File: config.mk
export PLATFORM = sky130hd
export DESIGN_NAME = spm_mode_switch
export DESIGN_NICKNAME = d
export VERILOG_FILES = /design/src/verilog/spm_pkg.sv /design/src/verilog/spm_mode_switch.sv /design/src/verilog/spm_clamp.sv /design/src/verilog/spm_cmp.sv
export VERILOG_INCLUDE_DIRS = /design/src /design/src/verilog
export SDC_FILE = /design/constraint.sdc
export NUM_CORES = 1
export LEC_CHECK = 0
export BUFFER_PORTS_ARGS = -buffer_cell sky130_fd_sc_hd__buf_2
export CAP_MARGIN = 30
export CORE_MARGIN = 2
export CORE_UTILIZATION = 62
export DETAILED_ROUTE_END_ITERATION = 16
export PLACE_DENSITY = 0.89
export SLEW_MARGIN = 25
export SYNTH_ARGS = -nofsm -noshare
export SYNTH_HDL_FRONTEND = slang
export SYNTH_SLANG_ARGS = --single-unit
File: constraint.sdc
create_clock -name mclk_in -period 6 [get_ports mclk_in]
set_clock_uncertainty 0.15 [all_clocks]
set_input_delay 0.3 -clock mclk_in [delete_from_list [all_inputs] [get_ports mclk_in]]
set_output_delay 0.3 -clock mclk_in [all_outputs]
set_load 0.005 [all_outputs]
File: src/verilog/spm_cfg.svh
`ifndef SPM_CFG_SVH
`define SPM_CFG_SVH
// Register byte offsets
`define SPM_OFS_SEL 8'h00
`define SPM_OFS_TRQ 8'h04
`define SPM_OFS_RSPD 8'h08
`define SPM_OFS_RACC 8'h0c
`define SPM_OFS_DEV 8'h10
`define SPM_OFS_LSPD 8'h14
`define SPM_OFS_LACC 8'h18
`define SPM_OFS_PITC 8'h1c
`define SPM_OFS_STAT 8'h20
// Field widths
`define SPM_SEL_W 3
`define SPM_TRQ_W 10
`define SPM_SPD_W 14
`define SPM_ACC_W 15
`define SPM_DEV_W 14
`define SPM_PITC_W 16
`define SPM_THR_W 16
// Upper limits of each setting
`define SPM_SEL_MAX 32'h0000_0004
`define SPM_TRQ_MAX 32'h0000_0320
`define SPM_SPD_MAX 32'h0000_2710
`define SPM_ACC_MAX 32'h0000_7530
`define SPM_DEV_MAX 32'h0000_2710
`define SPM_PITC_MAX 32'h0000_c350
// Reset values
`define SPM_SEL_RST 3'h0
`define SPM_TRQ_RST 10'h0c8
`define SPM_SPD_RST 14'h0000
`define SPM_ACC_RST 15'h0000
`define SPM_DEV_RST 14'h0000
`define SPM_PITC_RST 16'h0000
// Status register bit positions
`define SPM_ST_PCTL 0
`define SPM_ST_LIN 1
`define SPM_ST_POS 2
`define SPM_ST_SEL_LO 4
`define SPM_ST_SEL_HI 6
// Comparator slots
`define SPM_NCMP 6
`define SPM_CMP_TRQ 0
`define SPM_CMP_RSPD 1
`define SPM_CMP_LSPD 2
`define SPM_CMP_RACC 3
`define SPM_CMP_LACC 4
`define SPM_CMP_DEV 5
`endif

File: src/verilog/spm_pkg.sv
`include "spm_cfg.svh"
package spm_pkg;
  typedef enum logic [`SPM_SEL_W-1:0] {
    SPM_SEL_TORQUE,
    SPM_SEL_SPEED,
    SPM_SEL_ACCEL,
    SPM_SEL_DEVIATION,
    SPM_SEL_NONE
  } spm_sel_t;

  typedef logic [`SPM_PITC_W-1:0] spm_pitc_t;

  typedef struct packed {
    logic ack;
    logic [31:0] rdat;
    logic [`SPM_SEL_W-1:0] sel;
    logic [`SPM_TRQ_W-1:0] trq;
    logic [`SPM_SPD_W-1:0] rspd;
    logic [`SPM_ACC_W-1:0] racc;
    logic [`SPM_DEV_W-1:0] dev;
    logic [`SPM_SPD_W-1:0] lspd;
    logic [`SPM_ACC_W-1:0] lacc;
    logic [`SPM_PITC_W-1:0] pitc;
    logic pctl;
  } spm_state_t;
endpackage

File: src/verilog/spm_mode_switch.sv
// Decided for this implementation: the Wishbone interface to the registers and the address map.
`timescale 1ns/1ns
`include "spm_cfg.svh"
// Notes on behaviour
// - Select 0 (reset value) compares torque reference against torque level.
// - Select 1 compares speed reference, rotary or linear level by motor type.
// - Select 2 compares acceleration, rotary or linear level by motor type.
// - Select 3 compares position deviation against deviation level.
// - Select 4 disables automatic switching; no level is used.
// - Torque level 0 to 800 percent, reset value 200.
// - Torque mode: torque reference at or above level gives P control.
// - Rotary speed mode: speed at or above level (0..10000) gives P.
// - Linear speed mode: speed at or above level (0..10000) gives P.
// - Rotary accel mode: accel at or above level (0..30000) gives P.
// - Linear accel mode: accel at or above level (0..30000) gives P.
// - Deviation mode: deviation at or above level (0..10000) gives P.
// - Deviation condition acts only while in position control.
// - Position integral time constant 0 to 50000, reset value 0.
module spm_mode_switch #(
  parameter int REF_W = 32
) (
  // Clock and reset
  input wire logic mclk_in,
  input wire logic rst_in,
  // Wishbone slave
  input wire logic wb_cyc_in,
  input wire logic wb_stb_in,
  input wire logic wb_we_in,
  input wire logic [7:0] wb_adr_in,
  input wire logic [3:0] wb_sel_in,
  input wire logic [31:0] wb_dat_in,
  output logic wb_ack_out,
  output logic [31:0] wb_dat_out,
  // Drive state from the control core
  input wire logic linear_motor_in,
  input wire logic position_control_in,
  // References, signed, same clock
  input wire logic signed [REF_W-1:0] torque_ref_in,
  input wire logic signed [REF_W-1:0] speed_ref_in,
  input wire logic signed [REF_W-1:0] accel_ref_in,
  input wire logic signed [REF_W-1:0] pos_deviation_in,
  // Speed loop control
  output logic p_control_out,
  output spm_pkg::spm_pitc_t position_integral_time_constant_out
);
  import spm_pkg::*;

  spm_state_t st_ff;
  spm_state_t nxt_st;

  logic bus_req;
  logic wr_en;
  logic [31:0] wr_word;
  logic [`SPM_SEL_W-1:0] sel_lim;
  logic [`SPM_TRQ_W-1:0] trq_lim;
  logic [`SPM_SPD_W-1:0] rspd_lim;
  logic [`SPM_ACC_W-1:0] racc_lim;
  logic [`SPM_DEV_W-1:0] dev_lim;
  logic [`SPM_SPD_W-1:0] lspd_lim;
  logic [`SPM_ACC_W-1:0] lacc_lim;
  logic [`SPM_PITC_W-1:0] pitc_lim;
  logic [`SPM_NCMP-1:0][REF_W-1:0] cmp_val;
  logic [`SPM_NCMP-1:0][`SPM_THR_W-1:0] cmp_thr;
  logic [`SPM_NCMP-1:0] cmp_ge;
  logic p_req;

  // Byte-lane merge of a write into the current setting
  function automatic logic [31:0] merge_lanes(
    input logic [31:0] old_word,
    input logic [31:0] new_word,
    input logic [3:0] lanes
  );
    logic [31:0] res;
    res = old_word;
    for (int i = 0; i < 4; i++) begin
      if (lanes[i]) begin
        res[i*8 +: 8] = new_word[i*8 +: 8];
      end
    end
    return res;
  endfunction

  // Current contents of an address, zero when unmapped
  function automatic logic [31:0] reg_word(
    input spm_state_t s,
    input logic [7:0] adr,
    input logic lin,
    input logic pos
  );
    logic [31:0] w;
    w = 32'h0000_0000;
    unique case (adr)
      `SPM_OFS_SEL: w = 32'(s.sel);
      `SPM_OFS_TRQ: w = 32'(s.trq);
      `SPM_OFS_RSPD: w = 32'(s.rspd);
      `SPM_OFS_RACC: w = 32'(s.racc);
      `SPM_OFS_DEV: w = 32'(s.dev);
      `SPM_OFS_LSPD: w = 32'(s.lspd);
      `SPM_OFS_LACC: w = 32'(s.lacc);
      `SPM_OFS_PITC: w = 32'(s.pitc);
      `SPM_OFS_STAT: begin
        w[`SPM_ST_PCTL] = s.pctl;
        w[`SPM_ST_LIN] = lin;
        w[`SPM_ST_POS] = pos;
        w[`SPM_ST_SEL_HI:`SPM_ST_SEL_LO] = s.sel;
      end
      default: w = 32'h0000_0000;
    endcase
    return w;
  endfunction

  // One request per ack; the ack itself blocks a double take
  assign bus_req = wb_cyc_in && wb_stb_in && !st_ff.ack;
  assign wr_en = bus_req && wb_we_in;
  assign wr_word = merge_lanes(
    reg_word(st_ff, wb_adr_in, linear_motor_in, position_control_in),
    wb_dat_in, wb_sel_in);

  // Out-of-range writes saturate rather than wrap
  spm_clamp #(
    .W(`SPM_SEL_W),
    .MAX(`SPM_SEL_MAX)
  ) u_clamp_sel (
    .val_in(wr_word),
    .val_out(sel_lim)
  );

  spm_clamp #(
    .W(`SPM_TRQ_W),
    .MAX(`SPM_TRQ_MAX)
  ) u_clamp_trq (
    .val_in(wr_word),
    .val_out(trq_lim)
  );

  spm_clamp #(
    .W(`SPM_SPD_W),
    .MAX(`SPM_SPD_MAX)
  ) u_clamp_rspd (
    .val_in(wr_word),
    .val_out(rspd_lim)
  );

  spm_clamp #(
    .W(`SPM_ACC_W),
    .MAX(`SPM_ACC_MAX)
  ) u_clamp_racc (
    .val_in(wr_word),
    .val_out(racc_lim)
  );

  spm_clamp #(
    .W(`SPM_DEV_W),
    .MAX(`SPM_DEV_MAX)
  ) u_clamp_dev (
    .val_in(wr_word),
    .val_out(dev_lim)
  );

  spm_clamp #(
    .W(`SPM_SPD_W),
    .MAX(`SPM_SPD_MAX)
  ) u_clamp_lspd (
    .val_in(wr_word),
    .val_out(lspd_lim)
  );

  spm_clamp #(
    .W(`SPM_ACC_W),
    .MAX(`SPM_ACC_MAX)
  ) u_clamp_lacc (
    .val_in(wr_word),
    .val_out(lacc_lim)
  );

  spm_clamp #(
    .W(`SPM_PITC_W),
    .MAX(`SPM_PITC_MAX)
  ) u_clamp_pitc (
    .val_in(wr_word),
    .val_out(pitc_lim)
  );

  // Comparator inputs; thresholds read live from the settings
  always_comb begin
    cmp_val = '0;
    cmp_thr = '0;
    cmp_val[`SPM_CMP_TRQ] = torque_ref_in;
    cmp_thr[`SPM_CMP_TRQ] = `SPM_THR_W'(st_ff.trq);
    cmp_val[`SPM_CMP_RSPD] = speed_ref_in;
    cmp_thr[`SPM_CMP_RSPD] = `SPM_THR_W'(st_ff.rspd);
    cmp_val[`SPM_CMP_LSPD] = speed_ref_in;
    cmp_thr[`SPM_CMP_LSPD] = `SPM_THR_W'(st_ff.lspd);
    cmp_val[`SPM_CMP_RACC] = accel_ref_in;
    cmp_thr[`SPM_CMP_RACC] = `SPM_THR_W'(st_ff.racc);
    cmp_val[`SPM_CMP_LACC] = accel_ref_in;
    cmp_thr[`SPM_CMP_LACC] = `SPM_THR_W'(st_ff.lacc);
    cmp_val[`SPM_CMP_DEV] = pos_deviation_in;
    cmp_thr[`SPM_CMP_DEV] = `SPM_THR_W'(st_ff.dev);
  end

  // Sign is ignored: braking counts the same as driving
  for (genvar g = 0; g < `SPM_NCMP; g++) begin : g_cmp
    spm_cmp #(
      .W(REF_W),
      .TW(`SPM_THR_W)
    ) u_cmp (
      .val_in(cmp_val[g]),
      .thr_in(cmp_thr[g]),
      .ge_out(cmp_ge[g])
    );
  end

  // Condition chosen by the select setting
  always_comb begin
    p_req = 1'b0;
    unique case (spm_sel_t'(st_ff.sel))
      SPM_SEL_TORQUE: begin
        p_req = cmp_ge[`SPM_CMP_TRQ];
      end
      SPM_SEL_SPEED: begin
        if (linear_motor_in) begin
          p_req = cmp_ge[`SPM_CMP_LSPD];
        end else begin
          p_req = cmp_ge[`SPM_CMP_RSPD];
        end
      end
      SPM_SEL_ACCEL: begin
        if (linear_motor_in) begin
          p_req = cmp_ge[`SPM_CMP_LACC];
        end else begin
          p_req = cmp_ge[`SPM_CMP_RACC];
        end
      end
      SPM_SEL_DEVIATION: begin
        // Deviation has no meaning outside position control
        p_req = cmp_ge[`SPM_CMP_DEV] && position_control_in;
      end
      SPM_SEL_NONE: begin
        p_req = 1'b0;
      end
      default: begin
        p_req = 1'b0;
      end
    endcase
  end

  // Next state
  always_comb begin
    nxt_st = st_ff;
    nxt_st.ack = bus_req;
    nxt_st.pctl = p_req;
    nxt_st.rdat = st_ff.rdat;
    if (bus_req) begin
      nxt_st.rdat = wb_we_in ? 32'h0000_0000 :
        reg_word(st_ff, wb_adr_in, linear_motor_in, position_control_in);
    end
    if (wr_en) begin
      unique case (wb_adr_in)
        `SPM_OFS_SEL: nxt_st.sel = sel_lim;
        `SPM_OFS_TRQ: nxt_st.trq = trq_lim;
        `SPM_OFS_RSPD: nxt_st.rspd = rspd_lim;
        `SPM_OFS_RACC: nxt_st.racc = racc_lim;
        `SPM_OFS_DEV: nxt_st.dev = dev_lim;
        `SPM_OFS_LSPD: nxt_st.lspd = lspd_lim;
        `SPM_OFS_LACC: nxt_st.lacc = lacc_lim;
        `SPM_OFS_PITC: nxt_st.pitc = pitc_lim;
        default: nxt_st.sel = st_ff.sel;
      endcase
    end
  end

  always_ff @(posedge mclk_in) begin
    if (rst_in) begin
      st_ff.ack <= 1'b0;
      st_ff.rdat <= 32'h0000_0000;
      st_ff.sel <= `SPM_SEL_RST;
      st_ff.trq <= `SPM_TRQ_RST;
      st_ff.rspd <= `SPM_SPD_RST;
      st_ff.racc <= `SPM_ACC_RST;
      st_ff.dev <= `SPM_DEV_RST;
      st_ff.lspd <= `SPM_SPD_RST;
      st_ff.lacc <= `SPM_ACC_RST;
      st_ff.pitc <= `SPM_PITC_RST;
      st_ff.pctl <= 1'b0;
    end else begin
      st_ff <= nxt_st;
    end
  end

  assign wb_ack_out = st_ff.ack;
  assign wb_dat_out = st_ff.rdat;
  assign p_control_out = st_ff.pctl;
  assign position_integral_time_constant_out = st_ff.pitc;
endmodule // spm_mode_switch

File: src/verilog/spm_clamp.sv
`timescale 1ns/1ns
// Saturates a written word to the setting's upper limit
module spm_clamp #(
  parameter int W = 16,
  parameter logic [31:0] MAX = 32'h0000_ffff
) (
  // Raw word
  input wire logic [31:0] val_in,
  // Limited setting
  output logic [W-1:0] val_out
);
  always_comb begin
    if (val_in > MAX) begin
      val_out = MAX[W-1:0];
    end else begin
      val_out = val_in[W-1:0];
    end
  end
endmodule // spm_clamp

File: src/verilog/spm_cmp.sv
`timescale 1ns/1ns
// Magnitude of a signed reference against an unsigned level
module spm_cmp #(
  parameter int W = 32,
  parameter int TW = 16
) (
  // Operands
  input wire logic signed [W-1:0] val_in,
  input wire logic [TW-1:0] thr_in,
  // Result
  output logic ge_out
);
  logic [W:0] mag;
  // Extra bit keeps the most negative value correct
  always_comb begin
    mag = {val_in[W-1], val_in};
    if (val_in[W-1]) begin
      mag = (W+1)'(-$signed(mag));
    end
    ge_out = mag >= (W+1)'(thr_in);
  end
endmodule // spm_cmp

# Yosys cells after proc, flatten, opt, wreduce, memory -nomap -nowiden

Index checks and enable logic that the tools add are counted.
Widths: inputs -> output; s select.

Bits in registers: 135
Input bits: 179
Output and inout bits: 50

$add $sub $neg: 4
Magnitude comparators: 11
Equality and inequality tests: 11
Mux-type cells: 21
Reductions and logical operators: 15

Operator list:

| cell                 | number |
|---|---|
| $mux 33              | 4 |
| $neg 32->33          | 4 |
| $ge 33x14->1         | 3 |
| $ge 33x15->1         | 2 |
| $pmux 9 s7           | 1 |
| $ge 33x10->1         | 1 |
| $eq 8x5->1 const B   | 4 |
| $gt 32x10->1 const B | 1 |
| $gt 32x14->1 const B | 1 |
| $gt 32x15->1 const B | 1 |
| $gt 32x16->1 const B | 1 |
| $gt 32x3->1 const B  | 1 |
| $mux 32              | 1 |
| $mux 8               | 4 |
| $pmux 3 s9           | 1 |
| $pmux 3 s8           | 1 |
| $eq 8x4->1 const B   | 2 |
| $mux 16              | 1 |
| $reduce_and 2->1     | 8 |
| $mux 15              | 1 |
| $mux 14              | 1 |
| $mux 10              | 1 |
| $eq 8x3->1 const B   | 1 |
| $eq 8x6->1 const B   | 1 |
| 10 further kinds     | 15 |

# Longest topological paths before layout

Word-level depth: 5
Depth in mapped cells: 16
Mapped depth without buffers: 15

# Cells and area by module

From an unflattened synthesis, not the netlist that was laid out.

Cell total of the unflattened synthesis: 2,002
Area, all modules: 15,404.8 um2

By module, submodules not included:

| module                        | instances | cells an instance | area each (um2) | seq. area each (um2) |
|---|---|---|---|---|
| spm_mode_switch               | 1         | 636               | 6,189.7         | 2,382.3 |
| spm_cmp at g_cmp[0].u_cmp ... | 5         | 185               | 1,221.2         | 0.0 |
| spm_cmp at g_cmp[4].u_cmp     | 1         | 182               | 1,231.2         | 0.0 |
| spm_clamp at u_clamp_lacc ... | 2         | 36                | 346.6           | 0.0 |
| spm_clamp at u_clamp_dev ...  | 3         | 35                | 207.7           | 0.0 |
| spm_clamp at u_clamp_pitc     | 1         | 39                | 267.8           | 0.0 |
| spm_clamp at u_clamp_trq      | 1         | 28                | 201.4           | 0.0 |
| spm_clamp at u_clamp_sel      | 1         | 15                | 92.6            | 0.0 |

# Least setup slack after synthesis

Ideal clock, no wire load.

Kind: input to register
Start: in torque_ref_in[0]
End: reg st_ff (netlist bit p_control_out)
Data arrival time: 3,356 ps
Data required time: 5,717 ps
Setup slack: 2,360 ps
Cell stages on the path: 15
Cell sequence: inv_1 -> ha_1 -> or4b_2 -> nand2b_1 -> nand2_1 -> xnor2_1 -> ha_1 -> a21o_1 -> a2111oi_0 -> o31ai_1 -> a211o_1 -> nor4_1 -> o2111ai_1 -> o41ai_1 -> o211ai_1

Cells in the longest elaborated chain, start to end: 4

RTL lines:

| what                 | line                   | source |
|---|---|---|
| start, declared      | spm_mode_switch.sv:38  | `input wire logic signed [REF_W-1:0] torque_ref_in,` |
| $neg 32->33          | spm_cmp.sv:18          | `mag = (W+1)'(-$signed(mag));` |
| $mux 33 (*)          | spm_cmp.sv:17          | `if (val_in[W-1]) begin` |
| $ge 33x10->1 (*)     | spm_cmp.sv:20          | `ge_out = mag >= (W+1)'(thr_in);` |
| $pmux 1 s4 (*)       | spm_mode_switch.sv:217 | `unique case (spm_sel_t'(st_ff.sel))` |
| end signal, assigned | spm_mode_switch.sv:287 | `st_ff <= nxt_st;` |
| end, declared        | spm_mode_switch.sv:48  | `spm_state_t st_ff;` |

Every way passes the cells marked *; elsewhere a longest branch is shown, timed or not.
A chain may end at the register's enable or synchronous reset.

# Worst setup path in the final report

Ends and elaborated chain as after synthesis.

==> results.toml <==
[floorplan]
io_pins = 229
row_count = 49
die_w_um = 140
chipHeight_um = 140
core_um2 = 18100
start_util_pct = 63.7
die_area_um2 = 19700

[worst_hold_path]
whs_path_depth = 3
min_to = "cmp_thr[18]$_SDFFE_PP0P_"
hold_path.class = "in2reg"
hp-start = "wb_dat_in[2]"

[setup_path]
arrival_ns = 4.19
critPathKind = "in2reg"
rr_startpoint = "position_integral_time_constant_out[2]$_SDFFE_PP0P_"
endpoint_kind = "flop"
r2r_cells = 9
startpoint_type = "primary input"
rrSetupSlack_ns = 2.25
required_ns = 6.11
worstPathMaxFanout = 3
r2r-end = "cmp_thr[26]$_SDFFE_PP0P_"

[logic_synthesis]
ys_warn_count = 0
synth_cell_types = 85
synthCells = 1553
syn_avg_cell_area_um2 = 7.42
synth-main-ff-cell = "dfxtp_1"
ys_seq_area_share_pct = 20.7
synth-edff-count = 0
async_flop_share_pct = 0
syn_area_um2 = 11500
synth.ff_latch_count = 119

[routing]
via_per_inst = 6.88
routed_wl_mm = 40.8
ant_nets = 0
vias = 13300
drtPass1Iterations = 10
drt_iter0_drc = 1557
wl_per_cell_um = 21.1
drc_errors = 0

[sta]
rsz0062_at_grt = "false"
max_slew_margin_pct = 35.1
setup_viol = 0
period_minus_slack_ns = 4.08
finalCritPeriodShare_pct = 68.0
slew_violations = 0
hold_viol_final = 0
worst_pin_slew_ns = 0.974
setup_slack_ns = 1.92
final.setup.tns_ns = 0
max_freq_mhz = 245

[placement]
dpl.hpwl_mm = 31.5
dp_slack_ns = 1.59
gp_congestion = 1.05
dp.cells = 1903
io_buffers = 212
placed_cell_area_um2 = 12400

[grt]
grt_pass1_wl_mm = 63.9
antenna_found_initial = 0
grt_pass1_vias = 12300
grt_usage_pct = 40.5
grt_max_degree = 51
grt_overflow_total = 0

[run]
maxCapViolCount = 0

[cts]
cts_root_buf = "clkbuf_16"
cts.sinks = 119
htree_levels = 4
numCtsBuffers = 17
clk_pin_slew_ns = 0.05
cts_setup_buffers = 0
insertion_delay_ns = 0.42
clock_path_buffers = 2
hold_buffers = 0
tritoncts = "yes"
post_cts_resized = 0

[outcome]
outcome = "completed"

[power]
peakVddDrop_mv = 0.173
p_per_area_nw_per_um2 = 179
leakage_nw = 4.85

[finish]
nets = 1959
post-route-cell-area_um2 = 12900
synthToLayoutAreaGrowth_pct = 12.3
final_cells = 1936
drive_above_1_share_pct = 18.0
per-layer routing:
layer  part of all wire (%)  GRT usage [%]
met1                     38           50.5
met2                     45           65.5
met3                     12           10.7
met4                    5.6           18.6
met5                      0              0
critical path, stage by stage:
cell       delay, ns
buf_2           0.11
inv_1           0.08
ha_1            0.19
or4b_2          0.65
nand2b_1        0.22
nand2_1         0.13
xnor2_1         0.14
ha_1            0.28
a21o_1          0.16
a2111oi_0       0.42
o31ai_1         0.15
a211o_1         0.24
nor4_1          0.23
o2111ai_1       0.16
o41ai_1         0.55
o211ai_1        0.18
state kept, by name, indices dropped and copies added, names as in the netlist:
| register | cells |
|---|---|
| position_integral_time_constant_out | 16 |
| wb_dat_out | 16 |
| st_ff | 3 |
| cmp_thr | 82 |
| wb_ack_out | 1 |
| p_control_out | 1 |
cell families (layout without fill, tap and decap cells):
family                     Yosys count  after routing  synth area share [%]
AOI/OAI and AO/OA                  413            413                  25.3
xor gates and xnor gates            49             49                  3.73
adders and majority gates           86             86                  9.34
buffers and inverters              230            368                  9.34
DFF                                119            119                  20.7
muxes                               43             43                  4.14
other                                1             17                0.0325
and+or+nand+nor                    612            612                  27.5
power breakdown:
group | internal [mW] | total [mW] | switching (mW)
registers | 0.792 | 0.793 | 0.00153
logic | 0.200 | 0.527 | 0.328
clock network | 0.637 | 0.995 | 0.358
total | 1.63 | 2.32 | 0.688
layout make-up:
class	instances	area [µm²]
diodes	1	2.50
clock buffers	22	474
clock inverters	9	100
fillers	1508	5140
inverters	111	417
multi-input cells	1219	8120
flip-flops and latches	119	2380
well taps	229	287
repair buffers	226	1160
worst max path at each step:
stage	slack [ns]	endpoint	start	depth (start not counted)
after floorplan	2.36	p_control_out$_SDFF_PP0_	torque_ref_in[0]	15
after global placement	1.85	p_control_out$_SDFF_PP0_	torque_ref_in[0]	16
after detailed placement	1.59	p_control_out$_SDFF_PP0_	torque_ref_in[0]	16
after CTS	1.98	p_control_out$_SDFF_PP0_	torque_ref_in[0]	16
after global routing	1.63	p_control_out$_SDFF_PP0_	torque_ref_in[0]	16
final	1.92	p_control_out$_SDFF_PP0_	torque_ref_in[0]	16
placed cells by master (no fill, tap or decap), types with 22 or more instances in the layout:
master / Yosys / routed
buf_2: 14 / 213
nor2_1: 167 / 167
nand2_1: 128 / 128
dfxtp_1: 119 / 119
inv_1: 110 / 110
ha_1: 86 / 86
o21ai_0: 85 / 85
a21oi_1: 64 / 64
nor3_1: 54 / 54
xnor2_1: 44 / 44
nor4_1: 40 / 40
nand3_1: 37 / 37
nand4_1: 30 / 30
a211oi_1: 30 / 30
a311oi_1: 25 / 25
mux2i_1: 24 / 24
o31ai_1: 23 / 23
or3_1: 22 / 22
per-stage QoR:
stage	power (mW)	hold WS [ns]	util [%]
floorplan	1.13	0.275	-
global placement	1.30	0.288	68.3
detailed placement	1.31	0.292	68.3
CTS	2.29	0.145	71.5
global route	2.40	0.164	71.5
finish	2.32	0.182	71.6
Yosys cell counts (21+ instances only):
cell | number | share of area [%]
nor2_1 | 167 | 5.4
nand2_1 | 128 | 4.2
dfxtp_1 | 119 | 21
inv_1 | 110 | 3.6
ha_1 | 86 | 9.3
o21ai_0 | 85 | 3.7
a21oi_1 | 64 | 2.8
nor3_1 | 54 | 2.3
clkbuf_1 | 50 | 1.6
buf_4 | 48 | 3.1
xnor2_1 | 44 | 3.3
nor4_1 | 40 | 2.2
nand3_1 | 37 | 1.6
a211oi_1 | 30 | 2.0
nand4_1 | 30 | 1.6
a311oi_1 | 25 | 1.9
mux2i_1 | 24 | 2.1
o31ai_1 | 23 | 1.5
or3_1 | 22 | 1.2
a22o_1 | 21 | 1.6
a22oi_1 | 21 | 1.4
Power figures use the tool's default switching activity.
